===== src/shared/nifw_pkg.sv =====
package nifw_pkg;
  // Register byte offsets
  localparam logic [7:0] OFS_BUS_OPTIONS = 8'h20;
  localparam logic [7:0] OFS_ID_UPPER = 8'h24;
  localparam logic [7:0] OFS_ID_LOWER = 8'h28;
  localparam logic [7:0] OFS_ROM_BASE = 8'h34;
  localparam logic [7:0] OFS_LOG_LOWER = 8'h38;
  localparam logic [7:0] OFS_LOG_UPPER = 8'h3C;
  localparam logic [7:0] OFS_EVENT_SET = 8'h80;
  localparam logic [7:0] OFS_EVENT_CLEAR = 8'h84;
  // Field positions and rate field width
  localparam int EVENT_FAILED_WRITE_BIT = 8;
  localparam int ROM_BASE_LSB = 10;
  localparam int SPD_W = 3;
  // Link rate codes
  localparam logic [2:0] SPD_100 = 3'h0;
  localparam logic [2:0] SPD_200 = 3'h1;
  localparam logic [2:0] SPD_400 = 3'h2;
  localparam logic [2:0] SPD_RESET = SPD_400;
  // Reset values
  localparam logic [31:0] ID_RESET = 32'h0;
  localparam logic [31:0] ROM_BASE_RESET = 32'h0;
  // Configuration ROM window on the serial bus
  localparam logic [47:0] ROM_SPACE_LO = 48'hFFFF_F000_0400;
  localparam logic [47:0] ROM_SPACE_HI = 48'hFFFF_F000_07FF;
  localparam logic [7:0] ROM_LOCAL_QUADLETS = 8'h05;
  // Failed-write queue
  localparam int LOG_DEPTH = 4;
endpackage : nifw_pkg


===== src/verilog/nifw_regs.sv =====
`timescale 1ns/10ps
module nifw_regs #(
  parameter int DEPTH = nifw_pkg::LOG_DEPTH
) (
  input wire logic clk_i,
  input wire logic rst_n_i,
  input wire logic soft_rst_i,
  input wire logic reg_wr_i,
  input wire logic reg_rd_i,
  input wire logic [7:0] reg_addr_i,
  input wire logic [31:0] reg_wdata_i,
  output logic [31:0] reg_rdata_o,
  output logic reg_rvalid_o,
  input wire logic spd_write_protect_i,
  input wire logic eeprom_spd_load_i,
  input wire logic [2:0] eeprom_spd_i,
  input wire logic eeprom_id_load_i,
  input wire logic [31:0] eeprom_id_upper_i,
  input wire logic [31:0] eeprom_id_lower_i,
  input wire logic rx_pkt_valid_i,
  input wire logic [2:0] rx_pkt_spd_i,
  output logic rx_reject_o,
  output logic [2:0] link_spd_o,
  input wire logic rom_req_i,
  input wire logic rom_quadlet_read_i,
  input wire logic [47:0] rom_offset_i,
  output logic rom_fetch_o,
  output logic [31:0] rom_host_addr_o,
  output logic rom_local_o,
  output logic [2:0] rom_local_index_o,
  output logic rom_type_error_o,
  input wire logic fw_fail_i,
  input wire logic [15:0] fw_requester_i,
  input wire logic [47:0] fw_dest_i,
  output logic fw_drop_o,
  output logic failed_write_event_o
);
  localparam int PW = (DEPTH > 1) ? $clog2(DEPTH) : 1;
  localparam logic [PW:0] DEPTH_C = (PW+1)'(DEPTH);
  logic [2:0] link_spd, next_link_spd;
  logic [31:0] node_identity_upper, next_node_identity_upper;
  logic [31:0] node_identity_lower, next_node_identity_lower;
  logic id_upper_loaded, next_id_upper_loaded;
  logic id_lower_loaded, next_id_lower_loaded;
  logic [31:10] rom_image_base_field, next_rom_image_base_field;
  logic [31:0] rdata, next_rdata;
  logic rvalid, next_rvalid;
  logic rx_reject, next_rx_reject;
  logic wr_spd, wr_up, wr_lo, wr_rom, clr_event;
  assign wr_spd = reg_wr_i && reg_addr_i == nifw_pkg::OFS_BUS_OPTIONS;
  assign wr_up = reg_wr_i && reg_addr_i == nifw_pkg::OFS_ID_UPPER;
  assign wr_lo = reg_wr_i && reg_addr_i == nifw_pkg::OFS_ID_LOWER;
  assign wr_rom = reg_wr_i && reg_addr_i == nifw_pkg::OFS_ROM_BASE;
  assign clr_event = reg_wr_i && reg_addr_i == nifw_pkg::OFS_EVENT_CLEAR
                     && reg_wdata_i[nifw_pkg::EVENT_FAILED_WRITE_BIT];
  // Failed-write queue state
  logic [15:0] q_req [DEPTH];
  logic [47:0] q_dest [DEPTH];
  logic [15:0] next_q_req [DEPTH];
  logic [47:0] next_q_dest [DEPTH];
  logic [PW-1:0] head, next_head, tail, next_tail;
  logic [PW:0] count, next_count;
  logic event_flag, next_event_flag;
  logic fw_drop, next_fw_drop;
  // Configuration and identity registers
  always_comb begin
    next_link_spd = link_spd;
    next_node_identity_upper = node_identity_upper;
    next_node_identity_lower = node_identity_lower;
    next_id_upper_loaded = id_upper_loaded;
    next_id_lower_loaded = id_lower_loaded;
    next_rom_image_base_field = rom_image_base_field;
    next_rx_reject = rx_pkt_valid_i && (rx_pkt_spd_i > link_spd);
    if (eeprom_spd_load_i && eeprom_spd_i <= nifw_pkg::SPD_400) begin
      next_link_spd = eeprom_spd_i;
    end else if (wr_spd && !spd_write_protect_i && reg_wdata_i[2:0] <= link_spd) begin
      next_link_spd = reg_wdata_i[2:0];
    end
    if (eeprom_id_load_i && !id_upper_loaded) begin
      next_node_identity_upper = eeprom_id_upper_i;
      next_id_upper_loaded = 1'b1;
    end else if (wr_up && !id_upper_loaded) begin
      next_node_identity_upper = reg_wdata_i;
      next_id_upper_loaded = 1'b1;
    end
    if (eeprom_id_load_i && !id_lower_loaded) begin
      next_node_identity_lower = eeprom_id_lower_i;
      next_id_lower_loaded = 1'b1;
    end else if (wr_lo && !id_lower_loaded) begin
      next_node_identity_lower = reg_wdata_i;
      next_id_lower_loaded = 1'b1;
    end
    if (wr_rom) begin
      next_rom_image_base_field = reg_wdata_i[31:10];
    end
  end
  // Identity survives software reset; rate is left as it stands
  always_ff @(posedge clk_i) begin
    if (!rst_n_i) begin
      link_spd <= nifw_pkg::SPD_RESET;
      node_identity_upper <= nifw_pkg::ID_RESET;
      node_identity_lower <= nifw_pkg::ID_RESET;
      id_upper_loaded <= 1'b0;
      id_lower_loaded <= 1'b0;
      rom_image_base_field <= nifw_pkg::ROM_BASE_RESET[31:10];
      rx_reject <= 1'b0;
    end else begin
      link_spd <= next_link_spd;
      node_identity_upper <= next_node_identity_upper;
      node_identity_lower <= next_node_identity_lower;
      id_upper_loaded <= next_id_upper_loaded;
      id_lower_loaded <= next_id_lower_loaded;
      rom_image_base_field <= next_rom_image_base_field;
      rx_reject <= next_rx_reject;
    end
  end
  // Register read port
  always_comb begin
    next_rvalid = reg_rd_i;
    next_rdata = rdata;
    if (reg_rd_i) begin
      case (reg_addr_i)
        nifw_pkg::OFS_BUS_OPTIONS: next_rdata = {29'h0, link_spd};
        nifw_pkg::OFS_ID_UPPER: next_rdata = node_identity_upper;
        nifw_pkg::OFS_ID_LOWER: next_rdata = node_identity_lower;
        nifw_pkg::OFS_ROM_BASE: next_rdata = {rom_image_base_field, 10'h0};
        nifw_pkg::OFS_LOG_LOWER: next_rdata = (count != '0) ? q_dest[head][31:0] : 32'h0;
        nifw_pkg::OFS_LOG_UPPER: next_rdata = (count != '0) ? {q_req[head], q_dest[head][47:32]} : 32'h0;
        nifw_pkg::OFS_EVENT_SET,
        nifw_pkg::OFS_EVENT_CLEAR: next_rdata = 32'(event_flag) << nifw_pkg::EVENT_FAILED_WRITE_BIT;
        default: next_rdata = 32'h0;
      endcase
    end
  end
  always_ff @(posedge clk_i) begin
    if (!rst_n_i) begin
      rdata <= 32'h0;
      rvalid <= 1'b0;
    end else begin
      rdata <= next_rdata;
      rvalid <= next_rvalid;
    end
  end
  // Configuration ROM request mapping
  logic in_rom, rom_local_hit;
  logic rom_fetch, next_rom_fetch, rom_local, next_rom_local, rom_err, next_rom_err;
  logic [31:0] rom_addr, next_rom_addr;
  logic [2:0] rom_idx, next_rom_idx;
  assign in_rom = rom_offset_i >= nifw_pkg::ROM_SPACE_LO && rom_offset_i <= nifw_pkg::ROM_SPACE_HI;
  assign rom_local_hit = rom_offset_i[9:2] < nifw_pkg::ROM_LOCAL_QUADLETS;
  always_comb begin
    next_rom_fetch = 1'b0;
    next_rom_local = 1'b0;
    next_rom_err = 1'b0;
    next_rom_addr = rom_addr;
    next_rom_idx = rom_idx;
    if (rom_req_i && in_rom) begin
      if (!rom_quadlet_read_i) begin
        next_rom_err = 1'b1;
      end else if (rom_local_hit) begin
        next_rom_local = 1'b1;
        next_rom_idx = rom_offset_i[4:2];
      end else begin
        next_rom_fetch = 1'b1;
        next_rom_addr = {rom_image_base_field, 10'h0} + {22'h0, rom_offset_i[9:0]};
      end
    end
  end
  always_ff @(posedge clk_i) begin
    if (!rst_n_i) begin
      rom_fetch <= 1'b0;
      rom_local <= 1'b0;
      rom_err <= 1'b0;
      rom_addr <= 32'h0;
      rom_idx <= 3'h0;
    end else begin
      rom_fetch <= next_rom_fetch;
      rom_local <= next_rom_local;
      rom_err <= next_rom_err;
      rom_addr <= next_rom_addr;
      rom_idx <= next_rom_idx;
    end
  end
  // Failed-write queue
  logic push, pop;
  assign push = fw_fail_i && (count != DEPTH_C || pop);
  assign pop = clr_event && event_flag;
  always_comb begin
    next_head = head;
    next_tail = tail;
    next_count = count;
    next_fw_drop = fw_fail_i;
    for (int i = 0; i < DEPTH; i++) begin
      next_q_req[i] = q_req[i];
      next_q_dest[i] = q_dest[i];
    end
    if (push) begin
      next_q_req[tail] = fw_requester_i;
      next_q_dest[tail] = fw_dest_i;
      next_tail = (tail == PW'(DEPTH - 1)) ? '0 : tail + 1'b1;
    end
    if (pop) begin
      next_head = (head == PW'(DEPTH - 1)) ? '0 : head + 1'b1;
    end
    next_count = count + (PW+1)'(push) - (PW+1)'(pop);
    // A cleared flag comes back next cycle while entries remain
    if (pop) begin
      next_event_flag = 1'b0;
    end else begin
      next_event_flag = event_flag || (count != '0);
    end
    if (soft_rst_i) begin
      next_head = '0;
      next_tail = '0;
      next_count = '0;
      next_event_flag = 1'b0;
    end
  end
  always_ff @(posedge clk_i) begin
    if (!rst_n_i) begin
      head <= '0;
      tail <= '0;
      count <= '0;
      event_flag <= 1'b0;
      fw_drop <= 1'b0;
    end else begin
      head <= next_head;
      tail <= next_tail;
      count <= next_count;
      event_flag <= next_event_flag;
      fw_drop <= next_fw_drop;
    end
  end
  generate
    for (genvar g = 0; g < DEPTH; g++) begin : g_entry
      always_ff @(posedge clk_i) begin
        if (!rst_n_i) begin
          q_req[g] <= 16'h0;
          q_dest[g] <= 48'h0;
        end else begin
          q_req[g] <= next_q_req[g];
          q_dest[g] <= next_q_dest[g];
        end
      end
    end
  endgenerate
  assign reg_rdata_o = rdata;
  assign reg_rvalid_o = rvalid;
  assign rx_reject_o = rx_reject;
  assign link_spd_o = link_spd;
  assign rom_fetch_o = rom_fetch;
  assign rom_host_addr_o = rom_addr;
  assign rom_local_o = rom_local;
  assign rom_local_index_o = rom_idx;
  assign rom_type_error_o = rom_err;
  assign fw_drop_o = fw_drop;
  assign failed_write_event_o = event_flag;
endmodule : nifw_regs


===== config.mk =====
export PLATFORM = sky130hd
export DESIGN_NAME = nifw_regs
export DESIGN_NICKNAME = d
export VERILOG_FILES = /design/src/shared/nifw_pkg.sv /design/src/verilog/nifw_regs.sv
export SDC_FILE = /design/constraint.sdc
export NUM_CORES = 1
export LEC_CHECK = 0
export BUFFER_PORTS_ARGS = -buffer_cell sky130_fd_sc_hd__buf_2
export CORE_MARGIN = 3
export CORE_UTILIZATION = 35
export DETAILED_ROUTE_END_ITERATION = 6
export GPL_TIMING_DRIVEN = 0
export PLACE_DENSITY = 0.61
export SYNTH_ARGS = -nofsm -noshare
export SYNTH_HDL_FRONTEND = slang
export SYNTH_SLANG_ARGS = --single-unit

===== constraint.sdc =====
create_clock -name clk_i -period 3.2 [get_ports clk_i]
set_clock_uncertainty 0.05 [all_clocks]
set_input_delay 0 -clock clk_i [delete_from_list [all_inputs] [get_ports clk_i]]
set_output_delay 0 -clock clk_i [all_outputs]
set_load 0.005 [all_outputs]

# --- After elaboration in Yosys (flattened, before gate mapping) ---
# Memories as Yosys holds them, arrays and structs flattened. A register that Yosys moved wholly into a read port is not among the register bits.
# Cells that the tools add are included.
op_classes:
  n_mux: 40
  reduce_logical: 35
  eq_ne: 11
  addsub: 5
  n_bitwise: 11
  n_lt_le_gt_ge: 8
op_table:
  columns: ["cell", "count"]
  rows:
  - ["$mux 48", 5]
  - ["$pmux 32 s7", 1]
  - ["$bwmux 192", 1]
  - ["$mux 192", 1]
  - ["$mux 32", 6]
  - ["$demux 48 s2", 1]
  - ["$mux 16", 5]
  - ["$bwmux 64", 1]
  - ["$mux 64", 1]
  - ["$eq 8x6->1 const B", 6]
  - ["$ge 48x48->1 const B", 1]
  - ["$le 48x48->1 const B", 1]
  - ["$add 32x10->32", 1]
  - ["$demux 16 s2", 1]
  - ["$logic_and 1x1->1", 19]
  - ["$eq 8x8->1 const B", 2]
  - ["$mux 2", 6]
  - ["$mux 1", 9]
  - ["$reduce_and 3->1", 3]
  - ["$lt 8x3->1 const B", 1]
  - ["$or 1x1->1", 8]
  - ["$mux 3", 2]
  - ["$reduce_bool 2->1", 3]
  - ["$add 2x1->2 const B", 2]
  - ["17 further kinds", 23]
word_totals:
  ram_bits: 256
  memories: 2
  inputBits: 234
  regBits: 172
memory_table:
  columns: ["name", "words", "width", "read_ports", "rd_clocked_by_memory_dff", "wr", "line_no", "rtl"]
  rows:
  - ["q_dest", 4, 48, 5, 1, 4, "nifw_regs.sv:58", "logic [47:0] q_dest [DEPTH];"]
  - ["q_req", 4, 16, 5, 1, 4, "nifw_regs.sv:57", "logic [15:0] q_req [DEPTH];"]

# --- Longest topological paths before layout ---
# Gate-level depths: netlist of run 1.
logic_depth:
  ltp_word: 8
  ltp_mapped: 13
  mapped_depth_nobuf: 11

# --- Worst setup path after synthesis of run 1 ---
# OpenSTA, ideal clock, no wires.
synth_timing:
  kind: "register to register"
  startpoint: "register event_flag (netlist: failed_write_event_o)"
  endpoint: "register count[2]"
  path_buffers: 1
  t_required_ns: 3.026
  arrival_time_ns: 2.801
  slack_ns: 0.225
  stages_incl_launch_ff: 13
  synth_period_minus_slack_ns: 2.975
  path_cell_list: "dfxtp_1 -> or4b_1 -> o311ai_4 -> clkbuf_1 -> nand2_1 -> ha_1 -> inv_1 -> ha_1 -> inv_1 -> fa_1 -> xor2_1 -> xnor2_1 -> nor2_1"
synth_between:
  elab_chain_len: 5
synth_rtl:
  columns: ["element", "line_no", "rtl"]
  rows:
  - ["from (decl)", "nifw_regs.sv:63", "logic event_flag, next_event_flag;"]
  - ["from (signal assigned)", "nifw_regs.sv:230", "event_flag <= next_event_flag;"]
  - ["$logic_and 1x1->1 *", "nifw_regs.sv:187", "assign pop = clr_event && event_flag;"]
  - ["$logic_or 1x1->1", "nifw_regs.sv:186", "assign push = fw_fail_i && (count != DEPTH_C || pop);"]
  - ["$logic_and 1x1->1", "nifw_regs.sv:186", null]
  - ["$add 3x1->3", "nifw_regs.sv:205", "next_count = count + (PW+1)'(push) - (PW+1)'(pop);"]
  - ["$sub 3x1->3 *", "nifw_regs.sv:205", null]
  - ["to (signal assigned)", "nifw_regs.sv:229", "count <= next_count;"]
  - ["to (decl)", "nifw_regs.sv:62", "logic [PW:0] count, next_count;"]
# Every way passes the cells marked *; elsewhere a longest branch is shown, timed or not.
# A chain may end at the register's enable or synchronous reset.

# --- Worst setup path after layout of run 1 ---
# Ends and elaborated chain as after synthesis.

==> metrics.txt, run 1 <==
outcome=finished clean; Fmax achieved=327 MHz; Worst-Skew Late Latency=0.60 ns; post-synth cell types=61; FFs w/ async S/R, synth=0%; Area Growth Syn to Fin=29.8%; CP Launch Point=failed_write_event_o; CTS Buf Count=48; H-tree depth=2; area share of fa/ha/maj cells after synthesis=less than 1%; met1 Usage GRT=34.0%; Die H=251 µm; Tmin final=3.06 ns; All-Layer GR Usage=between 20% and 30%; unrepaired setup endpoints after global routing=no; initial core utilization=35.4%; port bufs=309; RePlAce Congestion=0.954; Reg area=0.00861 mm²; Pleak=~9.7 nW; dpl hpwl=69000 µm; Slew Viols, Final=0; vias=22600; period utilization=95.6%; Avg Inst Size Synth=9.16 µm²; Worst setup SP type=flop; io pins=311; CP Capture Type=flop; Row Count=89; r2r worst-path depth=12; CTS root buf=clkbuf_16; clk buf depth=3; largest family of logic cells by synthesized area=compound AO/OA/AOI/OAI gates; post-DR wirelength/cell=25.1 µm; Synth warnings=0; Max transition margin=16.9%; Hold Slack=0.0285 ns; routed wire length=roughly 90000 µm; Max stage delay cell, worst path=or4b_4; vias in the first global route=22400; final hold vios=0; Synth top area share=between 40% and 50%; sequential area share after synthesis=41.1%; Synth top cells by count=dfxtp_1, a21oi_1, nand4_1; DIE AREA=0.0628 mm²; Tot Pwr=around 0.013 W; CTS clock-pin slew for the worst setup and hold paths=0.06 ns; clock sinks=430; GR Util met3=under 10%; crit path DAT=between 3 and 4 ns; TritonCTS clock tree=built; complex-gate fraction of the synthesized area=24.1%; residual DRC count=0; cell taking the most area after synthesis=dfxtp_1; most used routing layer=met2; ANT nets after route=0; met2 Track Usage GR=48.4%; Power Density=470 mW/mm²; Core Region=0.0591 mm²; initial antenna violation count=7; reg-to-reg startpoint=failed_write_event_o; Post-Syn Nets=roughly 2500; post-place setup slack=-0.454 ns; Post-Synth XOR/XNOR Area=0.0836%; Req. time, crit path=3.60 ns; Pre-antenna DRT Iters=6; most frequent cell after synthesis=dfxtp_1; post-synthesis mux area share=11.4%; drt initial violations=~2200; Crit path largest cell delay=0.56 ns; largest net degree at the start of global routing=14; Crit Path Class=reg2reg; leading post-synthesis cells by cell area=dfxtp_1, o31ai_1, nand4_1; Nets=3102; Worst Tran Pin Value=1.24 ns; register bit count reported by yosys=430; ratio of cells with drive above 1 in the final layout=between 20% and 30%; Most used DFF post-synth=dfxtp_1; first-pass GRT wire length=137000 µm; HP Class=in2reg; RR Endpoint=count[2]; max-cap violations=0; Cells after Synth=around 2300; Reg2Reg Setup Slack=0.14 ns; grt ovf=0; cell breakdown of the critical path=or4b_4 -> o311ai_4 -> buf_4 -> nand2_1 -> ha_1 -> inv_1 -> ha_1 -> inv_1 -> fa_1 -> xor2_1 -> xnor2_1 -> nor2_1; fillers=5669; Max VDD drop=between 300 and 400 µV; DIE WIDTH=around 250 µm; Post-Syn Area=0.0210 mm²; simple-gate share of the synthesized area=around 16%; setup ws final=0.142 ns; critical-path maximum fanout=10; Setup-failing EPs final=0; Via density=6.15; Worst Setup EP=count[2]; multi-input logic area=between 0.01 and 0.015 mm²; Post-synth EDFFs=0
-- worst min path at each step --
stage / from / endpoint / slack, ns / cells past startpoint
floorplan: rom_quadlet_read_i / rom_type_error_o / 0.03 / 1
global placement: rom_quadlet_read_i / rom_type_error_o / 0.15 / 2
detailed placement: rom_quadlet_read_i / rom_type_error_o / 0.16 / 2
CTS: eeprom_id_lower_i[30] / node_identity_lower[30] / 0.006 / 4
global route: eeprom_id_lower_i[30] / node_identity_lower[30] / 0.04 / 4
finish: soft_rst_i / count[0] / 0.03 / 4
-- metrics by stage --
stage	TNS, ns	instance area [µm²]	std cells	util [%]
global route	0	27200	3667	46.0
CTS	0	27200	3662	45.9
finish	0	27200	3669	46.0
floorplan	0	21000	2287	-
global placement	-0.590	23500	3369	39.7
detailed placement	-0.688	23500	3369	39.7
-- registers in the layout, indices dropped and copies added (netlist names), named ones only --
register / flops
q_dest: 192
q_req: 64
node_identity_lower: 32
node_identity_upper: 32
reg_rdata_o: 32
rom_host_addr_o: 32
rom_image_base_field: 22
count: 3
link_spd_o: 3
rom_local_index_o: 3
head: 2
tail: 2
failed_write_event_o: 1
fw_drop_o: 1
id_lower_loaded: 1
id_upper_loaded: 1
reg_rvalid_o: 1
rom_fetch_o: 1
rom_local_o: 1
rom_type_error_o: 1
rx_reject_o: 1
-- layout make-up --
cell class,count,area share (%)
Buffer,306,4.57
Tap cell,773,3.56
Inverter,31,0.428
Antenna cell,7,0.0644
Clock inverter,16,0.653
Clock buffer,69,5.29
Timing Repair Buffer,517,13.3
Sequential cell,430,31.6
Multi-Input combinational cell,1520,40.5
-- critical path: cells and delay by family (launching register included) --
family | cells | cell delay [ns]
buffers and inverters | 3 | 0.36
AND/OR/NAND/NOR | 3 | 0.69
adder cells (fa/ha/maj) | 3 | 0.82
XOR/XNOR | 2 | 0.31
AO/OA/AOI/OAI | 1 | 0.28
flip-flops | 1 | 0.44
-- kinds of logic (layout without fill, tap and decap cells) --
kind of cell               after synthesis  after routing
AOI/OAI and AO/OA                      755            755
DFF                                    430            430
other                                    0              7
xor gates and xnor gates                 2              2
adders and majority gates               14             14
and+or+nand+nor                        590            590
buffers and inverters                  337            939
muxes                                  159            159
-- where the power goes --
group | internal [W] | switching, W
Combinational | 0.000580 | 0.000917
Clock | 0.00336 | 0.00236
Sequential | 0.00549 | 0.0000783
-- what timing repair did --
item                                   in CTS  in global routing
pin swaps                                   1                  0
gates cloned                                0                  0
endpoints found under the hold margin     365                  0
hold buffers                              207                  0
setup endpoints to repair                   2                  9
gates resized for setup                     2                  7
setup buffers                               1                  0
-- cell usage in the layout, fill, tap and decap left out, types with 25 or more instances in the layout --
| cell type | count |
|---|---|
| inv_1 | 26 |
| o21ai_0 | 25 |
| dfxtp_1 | 430 |
| mux2i_1 | 95 |
| o31ai_1 | 256 |
| nor4_1 | 60 |
| buf_2 | 376 |
| clkbuf_16 | 48 |
| clkbuf_1 | 234 |
| nand2_1 | 140 |
| mux4_2 | 64 |
| a21oi_1 | 284 |
| and3_1 | 44 |
| nand4_1 | 275 |
| a22oi_1 | 34 |
| a31o_2 | 55 |
| dlygate4sd3_1 | 207 |
-- layer usage --
metal	up-vias	wire, µm
met5	-	13
met4	2	4140
met3	242	9110
met2	1304	43700
met1	11000	35200
li1	10100	-
No activity file was read; power rests on OpenSTA's default activity.
==> inputs of run 2 (changes only) <==
- CORE_ASPECT_RATIO: default -> 0.8
==> metrics.txt, run 2 (synthesis results as in run 1) <==
Max transition margin=6.37% (-10 points); Tmin final=3.10 ns (+0.0432 ns); residual DRC count=0 (unchanged); Die H=225 µm (-10%); most frequent cells in the layout=dfxtp_1, buf_2, a21oi_1; io pins=311 (unchanged); CTS clock-pin slew for the worst setup and hold paths=0.06 ns (about the same); CP Capture Type=flop; ANT nets after route=0 (unchanged); Sum Neg Setup Slack=0 ns (unchanged); clk buf depth=3 (unchanged); top flop regs=q_dest x192, q_req x64; fillers=5680 (+0.19%); post-DR wirelength/cell=25.6 µm (+1.9%); vias in the first global route=22300 (-0.61%); reg-to-reg startpoint=failed_write_event_o; H-tree depth=2 (unchanged); Via density=6.36 (+3.3%); first-pass GRT wire length=138000 µm (+1.1%); failing checks=hold timing; Cells after DPL=3365 (-0.12%); clock sinks=430 (unchanged); Nets=3106 (+0.13%); outcome=complete, but fails checks; final hold vios=1 (+1); vias=23300 (+3.1%); RePlAce Congestion=0.976 (+2.3%); crit path DAT=3.53 ns (+0.07 ns); dpl hpwl=68000 µm (-1.4%); Hold Slack=-0.00680 ns (-0.0353 ns); Row Count=79 (-11%); critical-path maximum fanout=10 (unchanged); CTS Buf Count=48 (unchanged); TritonCTS clock tree=built; Worst-Skew Late Latency=0.59 ns (about the same); Worst setup SP type=flop; ratio of cells with drive above 1 in the final layout=20.1% (-0.44 points); Req. time, crit path=3.63 ns (+0.03 ns); Top reg by flops=q_dest; DIE WIDTH=280 µm (+12%); unrepaired setup endpoints after global routing=no; Pre-antenna DRT Iters=6 (unchanged); max reg flops=192 (unchanged); Max VDD drop=366 µV (-8.2%); initial core utilization=35.7% (+0.25 points); routed wire length=93800 µm (+1.7%); CP Launch Point=failed_write_event_o; uppermost layer routed=met5; Setup-failing EPs final=0 (unchanged); Tot Pwr=0.0125 W (-2.0%); CTS root buf=clkbuf_16; Pleak=9.70 nW (-0.42%); most common cell after layout, fill and taps aside=dfxtp_1; HP Class=in2reg; Fmax achieved=323 MHz (-1.4%); Finished Layout Cells=3662 (-0.19%); All-Layer GR Usage=28.4% (+0.32 points); max-cap violations=0 (unchanged); port bufs=309 (unchanged); WL met1=39000 µm (+11%); period utilization=96.9% (+1.3 points); DIE AREA=0.0629 mm² (about the same); routed length on met3=10200 µm (+12%); grt ovf=0 (unchanged); Power Density=462 mW/mm² (-1.6%); worst hold start=reg_addr_i[3]; drt initial violations=2893 (+32%); Area Growth Syn to Fin=29.3%; Slew Viols, Final=0 (unchanged); initial antenna violation count=3 (-4); Worst Tran Pin Value=1.40 ns (+0.156 ns); WL met2=40000 µm (-8.5%); Core Region=0.0587 mm² (-0.70%); largest net degree at the start of global routing=13 (-1); Crit Path Class=reg2reg
==> run 2: cell types whose count changed in the layout (fill, tap and decap cells not counted), sizes merged, moves of 3 or more <==
cell,previous run,this run
clkinv,9,5
diode,7,1
dlygate4sd3,207,211
clkbuf,300,307
bufinv,3,0
clkinvlp,3,0
==> run 2: through the flow <==
| step | hold WS (ns) | area, µm² | setup WS, ns | utilization [%] |
|---|---|---|---|---|
| 6_report | -0.00680 | 27100 | 0.0992 | 46.1 |
| 5_1_grt | 0.0536 | 27100 | 0.0197 | 46.1 |
| 4_1_cts | 0.0180 | 27100 | 0.0233 | 46.1 |
| 3_5_place_dp | 0.152 | 23500 | -0.409 | 40.0 |
| 3_3_place_gp | 0.148 | 23500 | -0.450 | 40.0 |
| 2_1_floorplan | 0.0266 | 21000 | 0.225 | - |
==> run 2: worst max-delay path, stage by stage (launching register included) <==
cell	delay (ns)
dfxtp_1	0.36
or4b_4	0.52
o311ai_4	0.34
buf_4	0.24
nand2_1	0.12
ha_1	0.33
inv_1	0.06
ha_1	0.13
inv_1	0.07
fa_1	0.40
xor2_1	0.18
xnor2_1	0.13
nor2_1	0.05
==> run 2: path summary, 6_finish.rpt <==
kind                                  to  slack (ns)  depth (start not counted)
setup / recovery                count[2]         0.1                         12
hold / removal      failed_write_event_o      -0.007                          4
setup reg to reg                count[2]         0.1                         12
hold reg to reg   node_identity_lower[2]        0.41                          2
==> run 2: what timing repair did <==
| action | 4_1_cts | 5_1_grt |
|---|---|---|
| resized for setup | 2 | 5 |
| hold buffers | 210 | 1 |
| hold endpoints to repair | 378 | 1 |
| buffers inserted | 1 | 0 |
| endpoints found under the setup margin | 2 | 5 |
| pin swaps | 1 | 0 |
==> run 2: layout make-up <==
cell class                      count  area [µm²]  share of cell area (%)
Multi-Input combinational cell   1520       11000                    40.6
Tap cell                          769         962                    3.55
Antenna cell                        1        2.50                 0.00924
Clock inverter                      7        42.5                   0.157
Timing Repair Buffer              521        3670                    13.5
Clock buffer                       77        1450                    5.36
Buffer                            306        1240                    4.58
Sequential cell                   430        8610                    31.8
Inverter                           31         116                   0.430
==> run 2: per-layer routing <==
layer | up-vias | track usage, %
met3 | 272 | 6.10
li1 | 10100 | -
met2 | 1550 | 41.6
met1 | 11300 | 40.0
met4 | 4 | 13.4
met5 | - | 0
==> run 2: power breakdown <==
| part | total [W] | switching (W) | leakage, nW | internal (W) |
|---|---|---|---|---|
| Sequential | 0.00557 | 0.0000796 | 3.49 | 0.00549 |
| Clock | 0.00543 | 0.00235 | 0.738 | 0.00309 |
| Combinational | 0.00152 | 0.000942 | 5.47 | 0.000582 |
| Total | 0.0125 | 0.00337 | 9.70 | 0.00916 |
